**src/logic/smcg_pkg.sv**
```systemverilog
// Constants shared by the conflict-guarded SPI master block
package smcg_pkg;
    // Register byte offsets on the APB slave
    localparam logic [7:0] OFF_CTRL = 8'h00;   // Control register
    localparam logic [7:0] OFF_TXBUF = 8'h04;  // Transmit buffer
    localparam logic [7:0] OFF_RXBUF = 8'h08;  // Receive buffer
    localparam logic [7:0] OFF_STAT = 8'h0c;   // Sticky event status
    localparam logic [7:0] OFF_MASK = 8'h10;   // Interrupt mask
    localparam logic [7:0] OFF_LIVE = 8'h14;   // Live state
    // Control bit positions
    localparam int CTRL_SWRST = 0;  // software_reset_hold
    localparam int CTRL_STEM = 1;   // enable_pin_direction_select
    localparam int CTRL_FOURPIN = 2;  // 4-pin mode enable
    localparam int CTRL_STE_POL = 3;  // Active level of enable pin
    // Status bit positions
    localparam int ST_RXF = 0;    // receive_full_flag
    localparam int ST_TXE = 1;    // transmit_empty_flag
    localparam int ST_ABORT = 2;  // Transfer aborted by enable pin
    localparam int ST_LOADBAD = 3;  // Buffer loaded while inactive
    // Reset values
    localparam logic [3:0] CTRL_RESET = 4'h1;  // Held in software reset
    localparam logic [3:0] MASK_RESET = 4'h0;
    // Serial clock half period in system cycles
    localparam logic [7:0] HALF_PERIOD_CYC = 8'h04;
    // Shifter states
    typedef enum logic [1:0] {
        SH_IDLE = 2'b00,
        SH_LOW = 2'b01,
        SH_HIGH = 2'b10
    } smcg_state_t;
endpackage

```
**src/logic/smcg_top.sv**
```systemverilog
// SPI master with slave-enable pin conflict guard and APB registers
`timescale 1ns/1ns
// Behaviour
// - Direction select 0: enable pin is input.
// - Direction select 1 in 4-pin mode: drive enable pin out.
// - Load while inactive not guaranteed correct.
// - Direction select 0 in 4-pin mode: inactive enable aborts transfer; rewrite needed.
module smcg_top (
    // Clock, reset, enable
    input wire logic CLK_SYS_IN,
    input wire logic RESET_N_IN,
    input wire logic CE_IN,
    // APB slave
    input wire logic PSEL_IN,
    input wire logic PENABLE_IN,
    input wire logic PWRITE_IN,
    input wire logic [7:0] PADDR_IN,
    input wire logic [31:0] PWDATA_IN,
    output logic [31:0] PRDATA_OUT,
    output logic PREADY_OUT,
    output logic PSLVERR_OUT,
    // SPI pins
    output logic SCLK_OUT,
    output logic SCLK_OE_OUT,
    output logic MOSI_OUT,
    output logic MOSI_OE_OUT,
    input wire logic MISO_IN,
    input wire logic STE_IN,
    output logic STE_OUT,
    output logic STE_OE_OUT,
    // Interrupt
    output logic IRQ_OUT
);
    // Synchronisers for pin inputs
    logic [1:0] miso_s_q;
    logic [1:0] ste_s_q;
    // Control and status state
    logic [3:0] ctrl_q, ctrl_d;
    logic [3:0] stat_q, stat_d;
    logic [3:0] mask_q, mask_d;
    logic [7:0] txbuf_q, txbuf_d;   // transmit_buffer
    logic txfull_q, txfull_d;       // Word waiting in buffer
    logic txbad_q, txbad_d;         // Waiting word loaded while inactive
    logic [7:0] rxbuf_q, rxbuf_d;
    // Shifter state
    smcg_pkg::smcg_state_t st_q, st_d;
    logic [7:0] sh_q, sh_d;
    logic [2:0] bit_q, bit_d;
    logic samp_q, samp_d;           // MISO bit caught at the rising clock
    logic [7:0] div_q, div_d;
    logic corrupt_q, corrupt_d;     // Word in shifter may be bad
    // Bus outputs
    logic [31:0] prdata_d;
    logic sclk_d, mosi_d, sclk_oe_d, mosi_oe_d, ste_d, ste_oe_d;

    // Decoded mode and pin state
    logic swrst, stem, fourpin, ste_active, guard_mode, bus_free;
    logic wr_en, rd_en, addr_ok;
    always_comb begin
        swrst = ctrl_q[smcg_pkg::CTRL_SWRST];
        stem = ctrl_q[smcg_pkg::CTRL_STEM];
        fourpin = ctrl_q[smcg_pkg::CTRL_FOURPIN];
        ste_active = (ste_s_q[1] == ctrl_q[smcg_pkg::CTRL_STE_POL]);
        guard_mode = fourpin && !stem;
        // Another master owns the bus when our input reads inactive
        bus_free = !guard_mode || ste_active;
        wr_en = PSEL_IN && PENABLE_IN && PWRITE_IN;
        rd_en = PSEL_IN && !PENABLE_IN && !PWRITE_IN;
        addr_ok = (PADDR_IN == smcg_pkg::OFF_CTRL)
            || (PADDR_IN == smcg_pkg::OFF_TXBUF)
            || (PADDR_IN == smcg_pkg::OFF_RXBUF)
            || (PADDR_IN == smcg_pkg::OFF_STAT)
            || (PADDR_IN == smcg_pkg::OFF_MASK)
            || (PADDR_IN == smcg_pkg::OFF_LIVE);
    end

    // Next-state logic for registers and shifter
    always_comb begin
        logic [3:0] ev;
        logic [3:0] clr;
        ev = 4'h0;
        clr = 4'h0;
        ctrl_d = ctrl_q;
        mask_d = mask_q;
        txbuf_d = txbuf_q;
        txfull_d = txfull_q;
        txbad_d = txbad_q;
        rxbuf_d = rxbuf_q;
        st_d = st_q;
        sh_d = sh_q;
        bit_d = bit_q;
        div_d = div_q;
        corrupt_d = corrupt_q;
        samp_d = samp_q;
        // Register writes
        if (wr_en) begin
            unique case (PADDR_IN)
                smcg_pkg::OFF_CTRL: ctrl_d = PWDATA_IN[3:0];
                smcg_pkg::OFF_TXBUF: begin
                    if (!swrst) begin
                        txbuf_d = PWDATA_IN[7:0];
                        txfull_d = 1'b1;
                        // Loading while inactive is flagged, not fixed
                        txbad_d = !bus_free;
                        ev[smcg_pkg::ST_LOADBAD] = !bus_free;
                    end
                end
                smcg_pkg::OFF_STAT: clr = PWDATA_IN[3:0];
                smcg_pkg::OFF_MASK: mask_d = PWDATA_IN[3:0];
                default: ;
            endcase
        end
        // Shifter sequencing
        if (swrst) begin
            // Software reset hold clears the engine, keeps control
            st_d = smcg_pkg::SH_IDLE;
            txfull_d = 1'b0;
            txbad_d = 1'b0;
            bit_d = 3'h0;
            div_d = 8'h00;
        end else if (st_q != smcg_pkg::SH_IDLE && !bus_free) begin
            // Abort: word is dropped, software must rewrite it
            st_d = smcg_pkg::SH_IDLE;
            ev[smcg_pkg::ST_ABORT] = 1'b1;
            ev[smcg_pkg::ST_TXE] = 1'b1;
        end else begin
            unique case (st_q)
                smcg_pkg::SH_IDLE: begin
                    if (txfull_q && bus_free) begin
                        sh_d = txbuf_q;
                        corrupt_d = txbad_q;
                        txfull_d = 1'b0;
                        txbad_d = 1'b0;
                        ev[smcg_pkg::ST_TXE] = 1'b1;
                        bit_d = 3'h0;
                        div_d = 8'h00;
                        st_d = smcg_pkg::SH_LOW;
                    end
                end
                smcg_pkg::SH_LOW: begin
                    div_d = div_q + 8'h01;
                    if (div_q == smcg_pkg::HALF_PERIOD_CYC - 8'h01) begin
                        div_d = 8'h00;
                        // Catch MISO now, shift it in at the falling clock
                        samp_d = miso_s_q[1];
                        st_d = smcg_pkg::SH_HIGH;
                    end
                end
                smcg_pkg::SH_HIGH: begin
                    div_d = div_q + 8'h01;
                    if (div_q == smcg_pkg::HALF_PERIOD_CYC - 8'h01) begin
                        div_d = 8'h00;
                        // MOSI moves only here and at load, steady across the rise
                        sh_d = {sh_q[6:0], samp_q};
                        bit_d = bit_q + 3'h1;
                        st_d = smcg_pkg::SH_LOW;
                        if (bit_q == 3'h7) begin
                            rxbuf_d = {sh_q[6:0], samp_q};
                            ev[smcg_pkg::ST_RXF] = 1'b1;
                            st_d = smcg_pkg::SH_IDLE;
                        end
                    end
                end
                default: st_d = smcg_pkg::SH_IDLE;
            endcase
        end
        // Sticky status: set wins over clear
        stat_d = (stat_q & ~clr) | ev;
        // Reading the receive buffer drops its flag
        if (rd_en && PADDR_IN == smcg_pkg::OFF_RXBUF && !ev[0]) begin
            stat_d[smcg_pkg::ST_RXF] = 1'b0;
        end
    end

    // Pin and read-data next values
    always_comb begin
        // Released bus while another master is active
        sclk_oe_d = !swrst && bus_free;
        mosi_oe_d = !swrst && bus_free;
        sclk_d = (st_d == smcg_pkg::SH_HIGH);
        mosi_d = sh_d[7];
        // Enable pin driven only when direction select is 1
        ste_oe_d = fourpin && stem && !swrst;
        ste_d = (st_d != smcg_pkg::SH_IDLE)
            ? ctrl_q[smcg_pkg::CTRL_STE_POL]
            : !ctrl_q[smcg_pkg::CTRL_STE_POL];
        prdata_d = 32'h0;
        unique case (PADDR_IN)
            smcg_pkg::OFF_CTRL: prdata_d = {28'h0, ctrl_q};
            smcg_pkg::OFF_TXBUF: prdata_d = {24'h0, txbuf_q};
            smcg_pkg::OFF_RXBUF: prdata_d = {24'h0, rxbuf_q};
            smcg_pkg::OFF_STAT: prdata_d = {28'h0, stat_q};
            smcg_pkg::OFF_MASK: prdata_d = {28'h0, mask_q};
            smcg_pkg::OFF_LIVE: prdata_d = {28'h0, corrupt_q,
                txfull_q, ste_active, st_q != smcg_pkg::SH_IDLE};
            default: prdata_d = 32'h0;
        endcase
    end

    // Register all state
    always_ff @(posedge CLK_SYS_IN or negedge RESET_N_IN) begin
        if (!RESET_N_IN) begin
            miso_s_q <= 2'h0;
            ste_s_q <= 2'h0;
            ctrl_q <= smcg_pkg::CTRL_RESET;
            stat_q <= 4'h0;
            mask_q <= smcg_pkg::MASK_RESET;
            txbuf_q <= 8'h00;
            txfull_q <= 1'b0;
            txbad_q <= 1'b0;
            rxbuf_q <= 8'h00;
            st_q <= smcg_pkg::SH_IDLE;
            sh_q <= 8'h00;
            bit_q <= 3'h0;
            div_q <= 8'h00;
            corrupt_q <= 1'b0;
            samp_q <= 1'b0;
            PRDATA_OUT <= 32'h0;
            PREADY_OUT <= 1'b0;
            PSLVERR_OUT <= 1'b0;
            SCLK_OUT <= 1'b0;
            SCLK_OE_OUT <= 1'b0;
            MOSI_OUT <= 1'b0;
            MOSI_OE_OUT <= 1'b0;
            STE_OUT <= 1'b1;
            STE_OE_OUT <= 1'b0;
            IRQ_OUT <= 1'b0;
        end else if (CE_IN) begin
            miso_s_q <= {miso_s_q[0], MISO_IN};
            ste_s_q <= {ste_s_q[0], STE_IN};
            ctrl_q <= ctrl_d;
            stat_q <= stat_d;
            mask_q <= mask_d;
            txbuf_q <= txbuf_d;
            txfull_q <= txfull_d;
            txbad_q <= txbad_d;
            rxbuf_q <= rxbuf_d;
            st_q <= st_d;
            sh_q <= sh_d;
            bit_q <= bit_d;
            div_q <= div_d;
            corrupt_q <= corrupt_d;
            samp_q <= samp_d;
            // Read data captured in setup, ready one cycle later
            if (rd_en) begin
                PRDATA_OUT <= prdata_d;
            end
            PREADY_OUT <= PSEL_IN && !PENABLE_IN;
            PSLVERR_OUT <= PSEL_IN && !PENABLE_IN && !addr_ok;
            SCLK_OUT <= sclk_d;
            SCLK_OE_OUT <= sclk_oe_d;
            MOSI_OUT <= mosi_d;
            MOSI_OE_OUT <= mosi_oe_d;
            STE_OUT <= ste_d;
            STE_OE_OUT <= ste_oe_d;
            IRQ_OUT <= |(stat_d & mask_d);
        end
    end
endmodule
```
**config.mk**
```make
export PLATFORM = sky130hd
export DESIGN_NAME = smcg_top
export DESIGN_NICKNAME = d
export VERILOG_FILES = /design/src/logic/smcg_pkg.sv /design/src/logic/smcg_top.sv
export SDC_FILE = /design/constraint.sdc
export NUM_CORES = 1
export LEC_CHECK = 0
export ABC_AREA = 1
export BUFFER_PORTS_ARGS = -buffer_cell sky130_fd_sc_hd__buf_2
export CORE_UTILIZATION = 38
export DETAILED_ROUTE_END_ITERATION = 8
export GPL_ROUTABILITY_DRIVEN = 0
export PLACE_DENSITY = 0.63
export SYNTH_ARGS = -nofsm -noshare
export SYNTH_HDL_FRONTEND = slang
export SYNTH_SLANG_ARGS = --single-unit
```
**constraint.sdc**
```tcl
create_clock -name CLK_SYS_IN -period 4 [get_ports CLK_SYS_IN]
set_input_delay 0.4 -clock CLK_SYS_IN [delete_from_list [all_inputs] [get_ports CLK_SYS_IN]]
set_output_delay 0.4 -clock CLK_SYS_IN [all_outputs]
set_load 0.1 [all_outputs]
```
# == Yosys cells after proc, flatten, opt, wreduce, memory -nomap -nowiden ==
# Index checks and enable logic that the tools add are counted.
# W data, S select, Z words.
# op_classes
n_addsub,2
n_eq_ne,16
n_mux,51
bitwise,6
n_reduce_logical,46
# ops
op,n
$mux W8,6
$pmux W8 S6,1
$pmux W8 S2,2
$mux W1,26
$eq A8 B4 Y1 const B,2
$eq A8 B5 Y1 const B,2
$mux W4,4
$mux W3,5
$reduce_and A5 Y1,3
$logic_and A1 B1 Y1,13
$reduce_and A6 Y1,2
$mux W2,5
$logic_not A1 Y1,9
$add A8 B1 Y8 const B,1
$and A4 B4 Y4,2
$eq A8 B2 Y1 const B,1
$eq A8 B3 Y1 const B,1
$logic_not A8 Y1,1
$reduce_and A4 Y1,2
$logic_or A1 B1 Y1,6
$ne A2 B2 Y1 const B,3
$ne A3 B3 Y1 const B,2
$pmux W2 S3,1
$pmux W3 S2,1
15 further kinds,20
# totals
regBits,96
elab_cells,145

# == Longest topological paths before layout ==
# logic_depth
word_depth,14
mapped_depth,13

# == Least setup slack after synthesis ==
# Ideal clock, no wire load.
# synth_path
path_kind,flip-flop to output port
startpoint,"register, netlist name MOSI_OE_OUT"
endpoint,output port SCLK_OE_OUT
arrival_ns,1.340
slack_ns,2.260
path_stages_with_launch,2
n_path_buf,1
cell_sequence,dfrtp_1 buf_4
# synth_lines
element,line_no,text
to (decl),smcg_top.sv:24,"output logic SCLK_OE_OUT,"

# == Final worst setup path ==
# layout_path
startpoint,register st_q[0]
endpoint,register sh_q[6]
# layout_via
elab_chain_len,4
word_cells_on_any_way,10
classes_between,eq/ne: 3; mux: 1; bitwise: 1; reduce/logical: 5
# layout_rtl
element,line_no,text
from (decl),smcg_top.sv:46,"smcg_pkg::smcg_state_t st_q, st_d;"
from (signal assigned),smcg_top.sv:212,st_q <= smcg_pkg::SH_IDLE;
from (signal assigned),smcg_top.sv:238,st_q <= st_d;
"parallel branches: the longest is 4 deep, another holds $reduce_and A6 Y1",-,
to (signal assigned),smcg_top.sv:213,sh_q <= 8'h00;
to (signal assigned),smcg_top.sv:239,sh_q <= sh_d;
to (decl),smcg_top.sv:47,"logic [7:0] sh_q, sh_d;"
# Parallel ways; which one is timed is not known.
# A chain may end at the register's enable or synchronous reset.

==> impl_metrics.json <==
{
  "relSlewSlack_pct": 36.1,
  "coreArea_um2": 10500,
  "synth_edf_count": 0,
  "crit_path_max_incr_delay_ns": 0.79,
  "rsz0062_at_grt": "false",
  "hold_buffers": 0,
  "worst_r2r_path_depth": 6,
  "hold_path_class": "in -> async",
  "cp.required_ns": 4.26,
  "crit_start": "st_q[0]$_DFFE_PN0P_",
  "overflow": 0,
  "path_class": "reg -> reg",
  "port_buffers": 40,
  "post_cts_buffers": 0,
  "synth_top_area_share_pct": 42.3,
  "fmax_ghz": 0.382,
  "min_period_ns": 2.61,
  "antenna_left": 0,
  "netlist_area_um2": 4140,
  "async_reset_ff_share_pct": 100,
  "grt_first_pass_wirelength_um": 15800,
  "post-synth-top-count-cell": "nand2_1",
  "via_per_inst": 4.91,
  "finalHoldViolCount": 0,
  "finalSetupViolCount": 0,
  "worstSetupEndpoint": "sh_q[6]$_DFFE_PN0P_",
  "dp.cells": 693,
  "die_y_um": 106,
  "clk_pin_slew_worst_paths_ns": 0.09,
  "startpoint_type": "flop",
  "synth.avg_cell_area_um2": 7.83,
  "vdd_ir_drop_max_mv": 0.341,
  "yosysSeqAreaShare_pct": 43.5,
  "drv_slew": 0,
  "clkSinkCount": 72,
  "skew_ns": 0.0111,
  "dieWidth_um": 106,
  "grt_max_degree": 42,
  "synth_top_area_cell": "dfrtp_1",
  "synth_seq_cells": 72,
  "critPathMaxFanout": 24,
  "finalPower_mw": 2.55,
  "fill_cells": 1095,
  "period_share_pct": 65.4,
  "post_cts_resized": 0,
  "power_density_nw_per_um2": 560,
  "yosysWarnings": 0,
  "r2r_start": "st_q[0]$_DFFE_PN0P_",
  "first_iter_violations": 223,
  "dp_hpwl_um": 6830,
  "layout.cells.non_filler": 709,
  "arrival_ns": 2.88,
  "htreeDepth": 3,
  "antenna_found_initial": 0,
  "nets": 623,
  "cp_cell_sequence": "inv_1, ha_1, o21ai_1, nor3_4, o211ai_1, o21ai_0",
  "synth_cell_types": 41,
  "cts_max_path_buffers": 2,
  "netlist_top_cells_count": "nand2_1 (154), dfrtp_1 (70), inv_1 (55)",
  "synthTopCellsByArea": "dfrtp_1 (42%), nand2_1 (14%), inv_1 (5.0%)",
  "dieArea_um2": 11300,
  "syn_inst": 529,
  "timing.max_cap.violations": 0,
  "tightestPinTransition_ns": 0.958,
  "area_growth_pct": 9.81,
  "critPathCaptureType": "flop",
  "clk_latency_ns": 0.35,
  "r2r_slack_ns": 1.39,
  "antennaDiodeCount": 0,
  "cts_tree": "yes",
  "wl_per_cell_um": 12.9,
  "num_io_pins": 89,
  "fin_setup_tns_ns": 0,
  "layout-drive-gt1-share_pct": 17.1,
  "totalWireLength_um": 9160,
  "status": "finished, final reports clean",
  "r2r_end": "sh_q[6]$_DFFE_PN0P_",
  "rows": 37,
  "cts-root-buf": "clkbuf_8",
  "start_util_pct": 39.6,
  "vias": 3483,
  "synthFlopType": "dfrtp_1",
  "slowest_stage": "ha_1",
  "firstDrtPassIters": 5,
  "whs_ns": 0.191,
  "leakagePower_nw": 2.24,
  "numCtsBuffers": 9,
  "grt_use_total_pct": 17.8,
  "drc": 0,
  "grt_pass1_vias": 3275
}
-- per-stage QoR --
stage | instance area [µm²] | util (%) | setup WS, ns
finish | 4550 | 43.5 | 1.39
global route | 4550 | 43.5 | 0.983
CTS | 4550 | 43.5 | 1.40
detailed placement | 4350 | 41.6 | 1.40
global placement | 4350 | 41.6 | 1.43
floorplan | 4230 | - | 2.26
-- power breakdown --
part | total [mW] | leakage (nW) | internal (mW) | switching [mW]
Combinational | 1.01 | 1.25 | 0.252 | 0.760
Clock | 0.586 | 0.0891 | 0.292 | 0.295
Sequential | 0.948 | 0.906 | 0.853 | 0.0952
Total | 2.55 | 2.24 | 1.40 | 1.15
-- sequential cells by signal, summed over array words and instances, names as in the netlist, 2 cells and up --
register	count
PRDATA_OUT	8
ctrl_q	4
bit_q	3
sh_q	8
stat_q	4
ste_s_q	2
rxbuf_q	8
st_q	2
mask_q	4
txbuf_q	8
miso_s_q	2
div_q	8
-- layout make-up --
type,instances,area [µm²],share of cell area [%]
well taps,136,170,3.74
clock buffers,10,128,2.80
clock inverters,6,70.1,1.54
flip-flops and latches,72,1800,39.6
repair buffers,42,215,4.73
multi-input cells,376,1910,42.0
inverters,67,251,5.53
-- per-layer routing --
layer | routed length, µm | part of all wire, % | vias to the layer above | global-route usage (%)
met5 | 0 | 0 | - | 0
met4 | 140 | 1.5 | 0 | 6.36
met3 | 484 | 5.3 | 11 | 3.19
met2 | 4260 | 46 | 107 | 27.6
met1 | 4280 | 47 | 1629 | 25.1
li1 | - | - | 1736 | -
-- critical path: cells and delay by family (launching register included) --
kind                     cells  cell delay (ns)
flip-flops                   1             0.46
AND/OR/NAND/NOR              1             0.64
adder cells (fa/ha/maj)      1             0.79
AO/OA/AOI/OAI                3             0.52
buffers and inverters        1             0.11
-- layout by cell type (no fill, tap or decap), types with 3 or more instances in the layout --
master | netlist | final
a21oi_1 | 18 | 18
a31oi_1 | 4 | 4
buf_2 | 3 | 40
clkbuf_8 | 0 | 9
clkinvlp_4 | 0 | 3
conb_1 | 1 | 24
dfrtp_1 | 70 | 70
ha_1 | 7 | 7
inv_1 | 55 | 55
inv_2 | 12 | 12
nand2_1 | 154 | 154
nand2_2 | 4 | 4
nand3_1 | 27 | 27
nand4_1 | 4 | 4
nor2_1 | 31 | 31
nor2_4 | 6 | 6
nor3_1 | 12 | 12
o211ai_1 | 8 | 8
o21a_1 | 3 | 3
o21ai_0 | 26 | 26
o21ai_1 | 20 | 20
o21ai_2 | 3 | 3
xor2_1 | 5 | 5
-- cells by family after synthesis --
logic type / synth area share (%)
other: 0.0905
XOR/XNOR: 1.27
AND/OR/NAND/NOR: 27.8
adder cells (fa/ha/maj): 2.11
buffers and inverters: 12.4
flip-flops: 43.5
AO/OA/AOI/OAI: 12.8
-- worst min-delay path by stage --
stage                           startpoint                     end  slack (ns)
global placement    ste_s_q[0]$_DFFE_PN0P_  ste_s_q[0]$_DFFE_PN0P_        0.46
CTS                             RESET_N_IN  rxbuf_q[7]$_DFFE_PN0P_        0.23
floorplan                       RESET_N_IN     IRQ_OUT$_DFFE_PN0P_        0.10
global route                        STE_IN  ste_s_q[0]$_DFFE_PN0P_        0.25
finish                          RESET_N_IN  rxbuf_q[7]$_DFFE_PN0P_        0.19
detailed placement  ste_s_q[0]$_DFFE_PN0P_  ste_s_q[0]$_DFFE_PN0P_        0.46
Power figures use the tool's default switching activity.
